**src/flash_prot_pkg.sv**
```systemverilog
//
// Purpose: Shared constants and types of the flash write-protection block
// Assumes: 32-bit AXI4-Lite register access, 24-bit flash byte address
// Notes:   Operation list below; offsets are byte addresses
//
// Operation
// Protect pin guards block, disable, quad bits
// Status locked only if disable=1, pin low
// Write latch needed before program, erase, writes
// Block or advanced protection, either protects
// Advanced protection stays active with block bits
// Advanced protection per block and 32 sectors
// Persistent or dynamic bit zero blocks unit
// Persistent bits frozen while lock bit zero
// Persistent bits delivered erased, array unprotected
// Persistent mode: lock bit one after reset
// Persistent mode: clear command, stays zero
// Password mode: lock bit zero after reset
// One-time programmable hidden 64-bit password
// Unlock with matching password sets lock bit
// Password mode: clear, then unlock again
// Lock mode chosen by one-time bits
// 286 groups: 32 sectors plus 254 blocks
// Placement one: sectors at bottom, groups 0-31
// Placement zero: sectors at top, groups 254-285
// Dynamic bit written freely either way
// Locked persistent commands change nothing
// Protected location never altered in array
//
package flash_prot_pkg;

  // ********
  // Register map
  // ********
  localparam logic [7:0] OFS_STATUS   = 8'h00;
  localparam logic [7:0] OFS_ADDR     = 8'h04;
  localparam logic [7:0] OFS_DATA     = 8'h08;
  localparam logic [7:0] OFS_CMD      = 8'h0C;
  localparam logic [7:0] OFS_PWD_LO   = 8'h10;
  localparam logic [7:0] OFS_PWD_HI   = 8'h14;
  localparam logic [7:0] OFS_PROT     = 8'h18;

  // ********
  // Reset values
  // ********
  localparam logic [3:0]  RST_BLOCK_PROT = 4'h0;
  localparam logic [63:0] RST_PASSWORD   = 64'hFFFF_FFFF_FFFF_FFFF;
  localparam logic        RST_PLACEMENT  = 1'b1;

  // ********
  // Protection geometry
  // ********
  localparam int          GRP_COUNT     = 286;
  localparam logic [8:0]  GRP_BLK_OFS   = 9'h01E;
  localparam logic [7:0]  BLK_TOP_FIRST = 8'hFE;
  localparam logic [8:0]  GRP_TOP_FIRST = 9'h0FE;
  localparam logic [8:0]  BLK_TOTAL     = 9'h100;
  localparam logic [3:0]  BP_ALL        = 4'h9;

  // ********
  // Commands
  // ********
  typedef enum logic [7:0] {
    CMD_NOP          = 8'h00,
    CMD_SET_LATCH    = 8'h01,
    CMD_CLR_LATCH    = 8'h02,
    CMD_WRITE_STATUS = 8'h03,
    CMD_PROGRAM      = 8'h04,
    CMD_ERASE        = 8'h05,
    CMD_PPB_PROGRAM  = 8'h06,
    CMD_PPB_ERASE    = 8'h07,
    CMD_DYB_WRITE    = 8'h08,
    CMD_CLEAR_LOCK   = 8'h09,
    CMD_PWD_UNLOCK   = 8'h0A,
    CMD_PWD_PROGRAM  = 8'h0B,
    CMD_MODE_PROGRAM = 8'h0C,
    CMD_PLACE_PROG   = 8'h0D
  } flash_cmd_t;

  typedef struct packed {
    logic       status_write_disable;
    logic       quad;
    logic [3:0] bp;
  } status_bits_t;

  typedef struct packed {
    logic        valid;
    logic        erase;
    logic [23:0] addr;
    logic [7:0]  data;
  } array_op_t;

endpackage

```
**src/flash_write_protection.sv**
```systemverilog
//
// Purpose: Write protection of a serial flash behind an AXI4-Lite slave
// Assumes: rst acts as power-up; protect and reset pins are asynchronous
// Notes:   Array itself lives outside; only allowed operations leave here
//
// The implementer's own choices: the register addresses and register access over AXI4-Lite.
`timescale 1ns/100ps

module flash_write_protection
  import flash_prot_pkg::*;
(
  input  wire logic        sys_clk,
  input  wire logic        rst,
  input  wire logic        wp_n,
  input  wire logic        hw_reset_n,
  input  wire logic [7:0]  awaddr,
  input  wire logic        awvalid,
  output logic             awready,
  input  wire logic [31:0] wdata,
  input  wire logic [3:0]  wstrb,
  input  wire logic        wvalid,
  output logic             wready,
  output logic [1:0]       bresp,
  output logic             bvalid,
  input  wire logic        bready,
  input  wire logic [7:0]  araddr,
  input  wire logic        arvalid,
  output logic             arready,
  output logic [31:0]      rdata,
  output logic [1:0]       rresp,
  output logic             rvalid,
  input  wire logic        rready,
  output array_op_t        array_op
);

  // ********
  // Pin synchronisers
  // ********
  logic wp_meta_reg;
  logic wp_sync_reg;
  logic hwr_meta_reg;
  logic hwr_sync_reg;

  always_ff @(posedge sys_clk)
  begin
    if (rst)
    begin
      wp_meta_reg  <= 1'b1;
      wp_sync_reg  <= 1'b1;
      hwr_meta_reg <= 1'b1;
      hwr_sync_reg <= 1'b1;
    end
    else
    begin
      wp_meta_reg  <= wp_n;
      wp_sync_reg  <= wp_meta_reg;
      hwr_meta_reg <= hw_reset_n;
      hwr_sync_reg <= hwr_meta_reg;
    end
  end

  logic hw_reset;
  assign hw_reset = ~hwr_sync_reg;

  // ********
  // AXI4-Lite write channel
  // ********
  logic        aw_have_reg;
  logic        w_have_reg;
  logic [7:0]  aw_addr_reg;
  logic [31:0] w_data_reg;
  logic [3:0]  w_strb_reg;
  logic        wr_commit;
  logic        wr_mapped;

  assign awready   = ~aw_have_reg & ~bvalid;
  assign wready    = ~w_have_reg & ~bvalid;
  assign wr_commit = aw_have_reg & w_have_reg & ~bvalid;
  assign wr_mapped = (aw_addr_reg[7:2] <= OFS_PROT[7:2]);

  always_ff @(posedge sys_clk)
  begin
    if (rst)
    begin
      aw_have_reg <= 1'b0;
      w_have_reg  <= 1'b0;
      aw_addr_reg <= 8'h00;
      w_data_reg  <= 32'h0000_0000;
      w_strb_reg  <= 4'h0;
      bvalid      <= 1'b0;
      bresp       <= 2'h0;
    end
    else
    begin
      if (awvalid & awready)
      begin
        aw_have_reg <= 1'b1;
        aw_addr_reg <= awaddr;
      end
      else if (wr_commit)
        aw_have_reg <= 1'b0;
      if (wvalid & wready)
      begin
        w_have_reg <= 1'b1;
        w_data_reg <= wdata;
        w_strb_reg <= wstrb;
      end
      else if (wr_commit)
        w_have_reg <= 1'b0;
      if (wr_commit)
      begin
        bvalid <= 1'b1;
        bresp  <= wr_mapped ? 2'h0 : 2'h3;
      end
      else if (bready)
        bvalid <= 1'b0;
    end
  end

  function automatic logic [31:0] merge(input logic [31:0] old_v,
                                        input logic [31:0] new_v,
                                        input logic [3:0]  strb);
    logic [31:0] r;
    r = old_v;
    for (int i = 0; i < 4; i++)
      if (strb[i])
        r[i*8 +: 8] = new_v[i*8 +: 8];
    return r;
  endfunction

  function automatic logic hit(input logic [7:0] ofs);
    return wr_commit && (aw_addr_reg[7:2] == ofs[7:2]);
  endfunction

  // ********
  // Operand registers and command capture
  // ********
  logic [23:0] addr_reg;
  logic [31:0] data_reg;
  logic [31:0] pwd_lo_reg;
  logic [31:0] pwd_hi_reg;
  logic        cmd_go_reg;
  flash_cmd_t  cmd_reg;
  logic [31:0] addr_merged;

  assign addr_merged = merge({8'h00, addr_reg}, w_data_reg, w_strb_reg);

  always_ff @(posedge sys_clk)
  begin
    if (rst)
    begin
      addr_reg   <= 24'h00_0000;
      data_reg   <= 32'h0000_0000;
      pwd_lo_reg <= 32'h0000_0000;
      pwd_hi_reg <= 32'h0000_0000;
      cmd_go_reg <= 1'b0;
      cmd_reg    <= CMD_NOP;
    end
    else
    begin
      if (hit(OFS_ADDR))
        addr_reg <= addr_merged[23:0];
      if (hit(OFS_DATA))
        data_reg <= merge(data_reg, w_data_reg, w_strb_reg);
      if (hit(OFS_PWD_LO))
        pwd_lo_reg <= merge(pwd_lo_reg, w_data_reg, w_strb_reg);
      if (hit(OFS_PWD_HI))
        pwd_hi_reg <= merge(pwd_hi_reg, w_data_reg, w_strb_reg);
      cmd_go_reg <= hit(OFS_CMD) & w_strb_reg[0];
      if (hit(OFS_CMD) & w_strb_reg[0])
        cmd_reg <= flash_cmd_t'(w_data_reg[7:0]);
    end
  end

  // ********
  // Protection state
  // ********
  status_bits_t        status_reg;
  logic                latch_reg;
  logic                lock_reg;
  logic                pwd_mode_reg;
  logic                mode_fixed_reg;
  logic                place_reg;
  logic                place_fixed_reg;
  logic [63:0]         password_reg;
  logic                pwd_fixed_reg;
  logic [GRP_COUNT-1:0] ppb_reg;
  logic [GRP_COUNT-1:0] dyb_reg;
  logic                last_ok_reg;
  logic                last_refused_reg;

  // group index of an address
  function automatic logic [8:0] group_of(input logic [23:0] a, input logic place);
    logic [8:0] g;
    g = 9'h000;
    // bottom sectors first
    if (place)
    begin
      if (a[23:17] == 7'h00)
        g = {4'h0, a[16:12]};
      else
        g = {1'b0, a[23:16]} + GRP_BLK_OFS;
    end
    // top sectors last
    else
    begin
      if (a[23:16] < BLK_TOP_FIRST)
        g = {1'b0, a[23:16]};
      else
        g = GRP_TOP_FIRST + {4'h0, a[16:12]};
    end
    return g;
  endfunction

  logic [8:0] grp;
  logic [8:0] bp_span;
  logic [8:0] bp_sum;
  logic       bp_hit;
  logic       asp_hit;
  logic       addr_protected;
  logic       status_locked;
  logic       pwd_match;

  // one unit per block or sector
  assign grp = group_of(addr_reg, place_reg);

  always_comb
  begin
    bp_span = 9'h000;
    if (status_reg.bp >= BP_ALL)
      bp_span = BLK_TOTAL;
    else if (status_reg.bp != 4'h0)
      bp_span = 9'h001 << (status_reg.bp - 4'h1);
  end

  assign bp_sum = {1'b0, addr_reg[23:16]} + bp_span;
  assign bp_hit = (bp_span != 9'h000) && (bp_sum >= BLK_TOTAL);
  // either bit low protects
  assign asp_hit = ~ppb_reg[grp] | ~dyb_reg[grp];
  // both schemes combined
  assign addr_protected = bp_hit | asp_hit;
  // disable bit and pin low
  assign status_locked = status_reg.status_write_disable & ~wp_sync_reg;
  assign pwd_match = ({pwd_hi_reg, pwd_lo_reg} == password_reg);

  // ********
  // Command decode
  // ********
  logic needs_latch;
  logic cmd_ok;

  always_comb
  begin
    needs_latch = 1'b0;
    cmd_ok      = 1'b0;
    if (cmd_go_reg)
    begin
      unique case (cmd_reg)
        CMD_SET_LATCH,
        CMD_CLR_LATCH,
        CMD_CLEAR_LOCK:
          cmd_ok = 1'b1;
        // no latch, any value
        CMD_DYB_WRITE:
          cmd_ok = 1'b1;
        // latch and pin guard
        CMD_WRITE_STATUS:
        begin
          needs_latch = 1'b1;
          cmd_ok      = latch_reg & ~status_locked;
        end
        // protected location skipped
        CMD_PROGRAM,
        CMD_ERASE:
        begin
          needs_latch = 1'b1;
          cmd_ok      = latch_reg & ~addr_protected;
        end
        // lock bit guards
        CMD_PPB_PROGRAM,
        CMD_PPB_ERASE:
        begin
          needs_latch = 1'b1;
          cmd_ok      = latch_reg & lock_reg;
        end
        // exact match only
        CMD_PWD_UNLOCK:
          cmd_ok = pwd_mode_reg & pwd_match;
        CMD_PWD_PROGRAM:
        begin
          needs_latch = 1'b1;
          cmd_ok      = latch_reg & ~pwd_fixed_reg;
        end
        CMD_MODE_PROGRAM:
        begin
          needs_latch = 1'b1;
          cmd_ok      = latch_reg & ~mode_fixed_reg;
        end
        CMD_PLACE_PROG:
        begin
          needs_latch = 1'b1;
          cmd_ok      = latch_reg & ~place_fixed_reg;
        end
        default:
          cmd_ok = 1'b0;
      endcase
    end
  end

  // latch set, then consumed
  always_ff @(posedge sys_clk)
  begin
    if (rst | hw_reset)
      latch_reg <= 1'b0;
    else if (cmd_go_reg & (cmd_reg == CMD_SET_LATCH))
      latch_reg <= 1'b1;
    else if (cmd_go_reg & (needs_latch | (cmd_reg == CMD_CLR_LATCH)))
      latch_reg <= 1'b0;
  end

  always_ff @(posedge sys_clk)
  begin
    if (rst)
      status_reg <= '{status_write_disable: 1'b0, quad: 1'b0, bp: RST_BLOCK_PROT};
    else if (cmd_ok & (cmd_reg == CMD_WRITE_STATUS))
      status_reg <= '{status_write_disable: data_reg[7], quad: data_reg[6], bp: data_reg[5:2]};
  end

  // one-time mode and placement
  always_ff @(posedge sys_clk)
  begin
    if (rst)
    begin
      pwd_mode_reg    <= 1'b0;
      mode_fixed_reg  <= 1'b0;
      place_reg       <= RST_PLACEMENT;
      place_fixed_reg <= 1'b0;
    end
    else
    begin
      if (cmd_ok & (cmd_reg == CMD_MODE_PROGRAM))
      begin
        pwd_mode_reg   <= data_reg[0];
        mode_fixed_reg <= 1'b1;
      end
      if (cmd_ok & (cmd_reg == CMD_PLACE_PROG))
      begin
        place_reg       <= data_reg[0];
        place_fixed_reg <= 1'b1;
      end
    end
  end

  // programmed once, never read
  always_ff @(posedge sys_clk)
  begin
    if (rst)
    begin
      password_reg  <= RST_PASSWORD;
      pwd_fixed_reg <= 1'b0;
    end
    else if (cmd_ok & (cmd_reg == CMD_PWD_PROGRAM))
    begin
      password_reg  <= {pwd_hi_reg, pwd_lo_reg};
      pwd_fixed_reg <= 1'b1;
    end
  end

  always_ff @(posedge sys_clk)
  begin
    // power-up sets lock
    if (rst)
      lock_reg <= 1'b1;
    // hardware reset per mode
    else if (hw_reset)
      lock_reg <= ~pwd_mode_reg;
    // clear lock
    else if (cmd_ok & (cmd_reg == CMD_CLEAR_LOCK))
      lock_reg <= 1'b0;
    // unlock again
    else if (cmd_ok & (cmd_reg == CMD_PWD_UNLOCK))
      lock_reg <= 1'b1;
  end

  // ********
  // Per-group persistent and dynamic bits
  // ********
  generate
    for (genvar g = 0; g < GRP_COUNT; g++)
    begin : gen_unit
      // delivered erased
      always_ff @(posedge sys_clk)
      begin
        if (rst)
          ppb_reg[g] <= 1'b1;
        else if (cmd_ok & (cmd_reg == CMD_PPB_ERASE))
          ppb_reg[g] <= 1'b1;
        else if (cmd_ok & (cmd_reg == CMD_PPB_PROGRAM) & (grp == 9'(g)))
          ppb_reg[g] <= 1'b0;
      end

      // dynamic bit write
      always_ff @(posedge sys_clk)
      begin
        if (rst | hw_reset)
          dyb_reg[g] <= 1'b1;
        else if (cmd_ok & (cmd_reg == CMD_DYB_WRITE) & (grp == 9'(g)))
          dyb_reg[g] <= data_reg[0];
      end
    end
  endgenerate

  // ********
  // Array operation output and result
  // ********
  // only allowed operations issued
  always_ff @(posedge sys_clk)
  begin
    if (rst)
      array_op <= '{valid: 1'b0, erase: 1'b0, addr: 24'h00_0000, data: 8'h00};
    else
    begin
      array_op.valid <= cmd_ok & ((cmd_reg == CMD_PROGRAM) | (cmd_reg == CMD_ERASE));
      if (cmd_ok & ((cmd_reg == CMD_PROGRAM) | (cmd_reg == CMD_ERASE)))
      begin
        array_op.erase <= (cmd_reg == CMD_ERASE);
        array_op.addr  <= addr_reg;
        array_op.data  <= data_reg[7:0];
      end
    end
  end

  always_ff @(posedge sys_clk)
  begin
    if (rst)
    begin
      last_ok_reg      <= 1'b0;
      last_refused_reg <= 1'b0;
    end
    else if (cmd_go_reg)
    begin
      last_ok_reg      <= cmd_ok;
      last_refused_reg <= ~cmd_ok;
    end
  end

  // ********
  // AXI4-Lite read channel
  // ********
  logic [31:0] rd_value;
  logic        rd_mapped;

  assign arready = ~rvalid;

  always_comb
  begin
    rd_value  = 32'h0000_0000;
    rd_mapped = 1'b1;
    unique case ({araddr[7:2], 2'b00})
      OFS_STATUS:
        rd_value = {24'h00_0000, status_reg.status_write_disable, status_reg.quad, status_reg.bp,
                    latch_reg, 1'b0};
      OFS_ADDR:   rd_value = {8'h00, addr_reg};
      OFS_DATA:   rd_value = data_reg;
      OFS_CMD:    rd_value = {24'h00_0000, cmd_reg};
      OFS_PWD_LO: rd_value = 32'h0000_0000;
      OFS_PWD_HI: rd_value = 32'h0000_0000;
      OFS_PROT:
        rd_value = {21'h00_0000, dyb_reg[grp], ppb_reg[grp], addr_protected,
                    wp_sync_reg, last_refused_reg, last_ok_reg, place_fixed_reg,
                    place_reg, mode_fixed_reg, pwd_mode_reg, lock_reg};
      default:    rd_mapped = 1'b0;
    endcase
  end

  always_ff @(posedge sys_clk)
  begin
    if (rst)
    begin
      rvalid <= 1'b0;
      rdata  <= 32'h0000_0000;
      rresp  <= 2'h0;
    end
    else if (arvalid & arready)
    begin
      rvalid <= 1'b1;
      rdata  <= rd_value;
      rresp  <= rd_mapped ? 2'h0 : 2'h3;
    end
    else if (rready)
      rvalid <= 1'b0;
  end

endmodule

```
**config.mk**
```make
export PLATFORM = sky130hd
export DESIGN_NAME = flash_write_protection
export DESIGN_NICKNAME = d
export VERILOG_FILES = /design/src/flash_prot_pkg.sv /design/src/flash_write_protection.sv
export SDC_FILE = /design/constraint.sdc
export NUM_CORES = 2
export LEC_CHECK = 0
export BUFFER_PORTS_ARGS = -buffer_cell sky130_fd_sc_hd__buf_2
export CAP_MARGIN = 20
export CORE_MARGIN = 2
export CORE_UTILIZATION = 40
export DETAILED_ROUTE_END_ITERATION = 6
export PLACE_DENSITY = 0.54
export SYNTH_ARGS = -nofsm -noshare
export SYNTH_HDL_FRONTEND = slang
export SYNTH_SLANG_ARGS = --single-unit
```
**constraint.sdc**
```tcl
create_clock -name sys_clk -period 4.6 [get_ports sys_clk]
set_input_delay 0.69 -clock sys_clk [delete_from_list [all_inputs] [get_ports sys_clk]]
set_output_delay 0.69 -clock sys_clk [all_outputs]
set_load 0.02 [all_outputs]
```
Word level (Yosys, flattened, before mapping):

Cells that the tools add are included.

* register bits after elaboration: 902
* output and inout port bits: 75
* word-level logic and storage cells: 1627

* $add $sub $neg: 4
* $lt $le $gt $ge: 5
* equality and inequality tests: 311
* shift-type cells: 1
* multiplexer cells: 29
* bitwise logic cells: 620
* reduce and logical (&&, ||, !) cells: 37

Operators with widths (count)
* equality test 9 x 8 -> 1 bit (second input constant): 128
* AND 1 bit: 600
* equality test 9 x 7 -> 1 bit (second input constant): 64
* equality test 9 x 6 -> 1 bit (second input constant): 32
* equality test 9 bit (second input constant): 30
* one-hot mux 32 bit (5 select lines): 1
* equality test 9 x 5 -> 1 bit (second input constant): 16
* equality test 9 x 4 -> 1 bit (second input constant): 8
* equality test 64 bit: 1
* equality test 8 x 4 -> 1 bit (second input constant): 6
* two-way mux 9 bit: 5
* equality test 9 x 3 -> 1 bit (second input constant): 4
* equality test 8 x 3 -> 1 bit (second input constant): 4
* equality test 6 x 3 -> 1 bit (second input constant): 5
* AND reduction 2 bit: 15
* equality test 6 x 2 -> 1 bit (second input constant): 4
* binary-select mux 1 bit (select 9 bit): 2
* equality test 9 x 2 -> 1 bit (second input constant): 2
* two-way mux 1 bit: 18
* equality test 8 x 2 -> 1 bit (second input constant): 2
* inverter 1 bit: 15
* equality test 6 x 1 -> 1 bit (second input constant): 2
* < comparator 9 x 10 -> 1 bit (second input constant): 1
* nonzero test 2 bit: 5
* 25 further kinds: 37

Longest topological paths before layout:

* depth in word-level cells: 16
* mapped depth: 23

Worst setup path before layout:

No wires, ideal clock.

* path type: register -> register
* start point: reg addr_reg[17]
* end point: reg last_refused_reg
* arrival time: 4165 ps
* required time: 4485 ps
* setup slack: 320 ps
* cell stages (with the launch flop): 21
* period minus slack after synthesis: 4280 ps
* path through: dfxtp_1 buf_2 inv_1 ha_1 or3b_1 buf_6 o22ai_4 mux2i_1 buf_2 buf_1 a21oi_1 a211oi_1 a221oi_1 a211o_1 o31ai_1 nand4_1 a221oi_2 nand4_1 buf_6 buf_6 and2_1

* longest elaborated chain between the ends: 13
* elaborated cells on any way between the ends: 22
* those cells by class: 2 x add/sub; 2 x order compare; 9 x mux; 7 x bitwise; 2 x reduce/logical

RTL lines
* start, declared: line flash_write_protection.sv:138 `logic [23:0] addr_reg;`
* start signal, assigned: line flash_write_protection.sv:162 `addr_reg <= addr_merged[23:0];`
* adder 8 x 5 -> 9 bit (tied with other cells): line flash_write_protection.sv:202 `g = {1'b0, a[23:16]} + GRP_BLK_OFS;`
* two-way mux 9 bit, on equally long branches: line flash_write_protection.sv:199, flash_write_protection.sv:207
* two-way mux 9 bit: line flash_write_protection.sv:197 `if (place)`
* binary-select mux 1 bit (select 9 bit): line flash_write_protection.sv:239 `assign asp_hit = ~ppb_reg[grp] | ~dyb_reg[grp];`
* two-way mux 1 bit (not written as such): line flash_write_protection.sv:239
* inverter 1 bit: line flash_write_protection.sv:239
* OR 1 bit: line flash_write_protection.sv:239
* OR 1 bit (*): line flash_write_protection.sv:241 `assign addr_protected = bp_hit | asp_hit;`
* inverter 1 bit (*): line flash_write_protection.sv:277 `cmd_ok = latch_reg & ~addr_protected;`
* AND 1 bit (*): line flash_write_protection.sv:277
* one-hot mux 1 bit (8 select lines) (*): line flash_write_protection.sv:258 `unique case (cmd_reg)`
* two-way mux 1 bit (*): line flash_write_protection.sv:256 `if (cmd_go_reg)`
* inverter 1 bit (*): line flash_write_protection.sv:443 `last_refused_reg <= ~cmd_ok;`
* end signal, assigned: line flash_write_protection.sv:443
* end, declared: line flash_write_protection.sv:190 `logic last_refused_reg;`

Every way passes the cells marked *; elsewhere a longest branch is shown, timed or not. The select of a mux whose other input is x is not followed.
A chain may end at the register's enable or synchronous reset.

Final worst setup path:

Ends and elaborated chain as after synthesis.

==> impl_metrics.csv <==
group,metric,value,unit
finish,postLayoutCellArea,0.0469,sq mm
hold_path,holdPathStages,2,
hold_path,hold_end,"rvalid",
synthesis,synthTopCellsByCount,"1202 x nand2_1, 898 x dfxtp_1, 428 x nand3_1",
synthesis,synth_most_common_cell,"nand2_1",
power,seq_power_share,0.481,
place,pre_cts_ws,-0.525,ns
global_route,grt_pass1_vias,34131,
synthesis,syn_area,0.0393,sq mm
finish,syn_to_final_growth,19.2,%
clock_network,h-tree-depth,3,
floorplan,core_area,0.0980,sq mm
routing,ant_nets,0,
routing,dr.pass1.iters,7,
power,leakage,0.0175,uW
clock_network,cts.sinks,898,
timing,postLayoutSetupSlackWorst,-0.191,ns
finish,utilization,0.478,
worst_setup_path,r2r_setup_slack,-0.19,ns
power,combPwrFrac,0.022,
timing,hold_viol_final,0,
synthesis,yosysWarningCount,0,
synthesis,syn-num-nets,4921,
worst_setup_path,cpMaxStageDelayCell,"or4_1",
floorplan,start_util,0.401,
routing,vias_per_cell,5.73,
timing,finalSetupViolations,35,
clock_network,clock_latency,0.69,ns
floorplan,rows,115,
synthesis,synthAdderAreaFrac,0.00318,
finish,nets,5075,
routing,routed_wl,140000,um
worst_setup_path,critPathLaunchType,"register",
synthesis,ys_seq_elements,898,
global_route,grt_max_degree,176,
synthesis,synth-compound-area-share,0.198,
power,switching_power,3670,uW
hold_path,min-delay-start,"rready",
timing,fin_skew,0.0237,ns
place,place_area,0.0426,sq mm
worst_setup_path,r2r_end,"last_refused_reg",
global_route,grt_overflow_total,0,
finish,drive_above_1_share,0.149,
worst_setup_path,rr_worst_depth,18,
clock_network,clk_pin_slew,0.06,ns
floorplan,die_w,318,um
timing,setup_tns,-5.68,ns
synthesis,yosysSeqAreaShare,0.457,
global_route,grt_pass1_wl,213000,um
power,power.density,350,mW/mm^2
run_status,status,"finished with violations",
worst_setup_path,path_max_fanout,4,
timing,max_slew.worst_pin.slew,1.01,ns
worst_setup_path,r2r-start,"addr_reg[17]",
timing,maxClockFrequency,209,MHz
synthesis,synthCells,4850,
synthesis,async_reset_ff_frac,0,
timing,drv_slew,0,
synthesis,synth_enable_flop_cells,0,
place,routabilityCongestion,0.857,
worst_setup_path,crit_buf_inv,5,
synthesis,yosys.area_share.simple,0.229,
floorplan,io_pins,136,
timing,finalCriticalPeriod,4.79,ns
worst_setup_path,cp.arrival,5.38,ns
clock_network,cts_buffer_depth,3,
synthesis,synth_xor_area_frac,0.0129,
routing,avgRoutedWirePerCell,21.9,um
routing,post-route-drc-count,4,
hold_path,hp-class,"in -> reg",
timing,relSlewSlack,0.319,
routing,first_iter_violations,3437,
worst_setup_path,critPathRequiredTime,5.18,ns
place,numPortBuffers,131,
power,ir_drop,0.262,mV
worst_setup_path,slowest_delay,0.61,ns
worst_setup_path,crit_type,"reg -> reg",
power,internal_power,12700,uW
job,cap_violations,0,
floorplan,die_area,0.101,sq mm
worst_setup_path,crit_path_end_kind,"register",
worst_setup_path,cp_cell_sequence,"inv_2 -> ha_4 -> or3b_4 -> buf_6 -> mux2i_1 -> o211ai_1 -> and2_4 -> nand2_4 -> a2111oi_1 -> or4_1 -> a2111oi_4 -> or4b_4 -> a221oi_4 -> buf_4 -> nand4_1 -> buf_6 -> clkbuf_16 -> and2_4",
synthesis,synthFlopType,"dfxtp_1",
power,netSwitchingFraction,0.224,
synthesis,yosysTopAreaCellShare,0.457,
clock_network,numCtsBuffers,102,
synthesis,synth_top_family_by_area,"simple AND/OR/NAND/NOR gates",
run_status,violations,"DRC, setup timing",
synthesis,synthDistinctLibCells,83,
floorplan,die_h,318,um
synthesis,yosysTopAreaCell,"dfxtp_1",
clock_network,root_buffer,"clkbuf_16",
place,place_hpwl,86900,um
synthesis,syn_avg_cell_area,8.11,sq um
global_route,antenna_found_initial,4,
synthesis,synthTopCellsByArea,"dfxtp_1 46%, nand2_1 11%, nand3_1 5.4%",
timing,rsz0062_at_grt,"true",
worst_setup_path,path_delay_family,"simple AND/OR/NAND/NOR gates",
timing,period_share,1.04,
clock_network,tritoncts,"yes",
synthesis,synth_mux_area_frac,0.0492,
routing,vias,36475,
power,clkPwrFrac,0.496,
global_route,grt.total_usage,0.267,
==> area by class of cell <==
type | count | area, sq um
Tap cell | 1287 | 1610
Multi-Input combinational cell | 3486 | 19900
Inverter | 33 | 124
Antenna cell | 1 | 2.50
Fill cell | 9582 | 51100
Clock buffer | 157 | 3130
Sequential cell | 898 | 18000
Clock inverter | 24 | 198
Timing Repair Buffer | 483 | 3960
==> worst max-delay path by stage <==
stage / start / slack [ns] / depth (start not counted) / end
finish: addr_reg[17] / -0.19 / 18 / last_refused_reg
global route: addr_reg[17] / -0.27 / 18 / array_op[15]
CTS: addr_reg[18] / -0.06 / 25 / array_op[15]
detailed placement: addr_reg[17] / -0.53 / 19 / array_op[15]
global placement: addr_reg[17] / -0.48 / 19 / array_op[13]
floorplan: addr_reg[17] / 0.32 / 20 / last_refused_reg
==> cells by family (layout without fill, tap and decap cells) <==
family | count (synthesis) | after routing
AOI/OAI and AO/OA | 1162 | 1162
DFF | 898 | 898
and+or+nand+nor | 2070 | 2072
other | 0 | 1
muxes | 183 | 184
buffers and inverters | 469 | 697
adders and majority gates | 10 | 10
xor gates and xnor gates | 58 | 58
==> layer usage <==
layer / up-vias / global-route usage / wire length [um]
met2: 1234 / 0.430 / 64100
met4: 4 / 0.0979 / 4980
li1: 17418 / - / -
met5: - / 0 / 27
met1: 17545 / 0.364 / 62000
met3: 274 / 0.0392 / 8520
==> worst register-to-register path: cells and delay by family (launching register included) <==
family | cells | cell delay, ns
buf+inv | 5 | 0.80
fa+ha+maj | 1 | 0.13
flops | 1 | 0.32
simple gates | 7 | 2.28
mux | 1 | 0.17
compound gates | 4 | 0.99
==> through the flow <==
stage / power, uW / cells / hold WS [ns]
after floorplan: 8260 / 4850 / 0.389
after global placement: 8420 / 6140 / 0.396
after detailed placement: 8420 / 6142 / 0.399
after CTS: 16500 / 6353 / 0.161
after global routing: 16900 / 6369 / 0.185
final: 16400 / 6369 / 0.197
==> power groups by stage <==
stage	clock network, uW	registers (uW)	logic, uW
after floorplan	0	8020	241
after global placement	0	8060	359
after detailed placement	0	8060	358
after CTS	8270	7890	360
after global routing	8580	7890	394
final	8140	7890	363
==> cells in the final DEF, fill, tap and decap left out, types with 20 or more instances in the layout <==
master	instances
nor2b_1	24
buf_12	35
nand2_1	1198
nand3_1	426
o21ai_0	374
buf_4	291
clkbuf_8	31
clkinv_2	20
a221o_1	176
buf_2	130
inv_1	29
nor3_1	24
clkbuf_1	21
and2_1	25
nand4_1	20
mux2i_1	173
nand2b_1	70
xor2_1	37
a211o_1	35
clkbuf_16	107
a22oi_1	47
a221oi_1	28
nor4_1	21
o211ai_1	35
nor2_1	174
a21oi_1	277
dfxtp_1	892
a32oi_1	27
==> what timing repair did <==
action | CTS | global route
buffers inserted | 24 | 10
hold endpoints to repair | 0 | 0
setup endpoints to repair | 39 | 36
gates resized for setup | 55 | 38
hold buffers | 0 | 0
pin swaps | 19 | 18
cloned | 8 | 2
(Power assumes the default switching activity.)
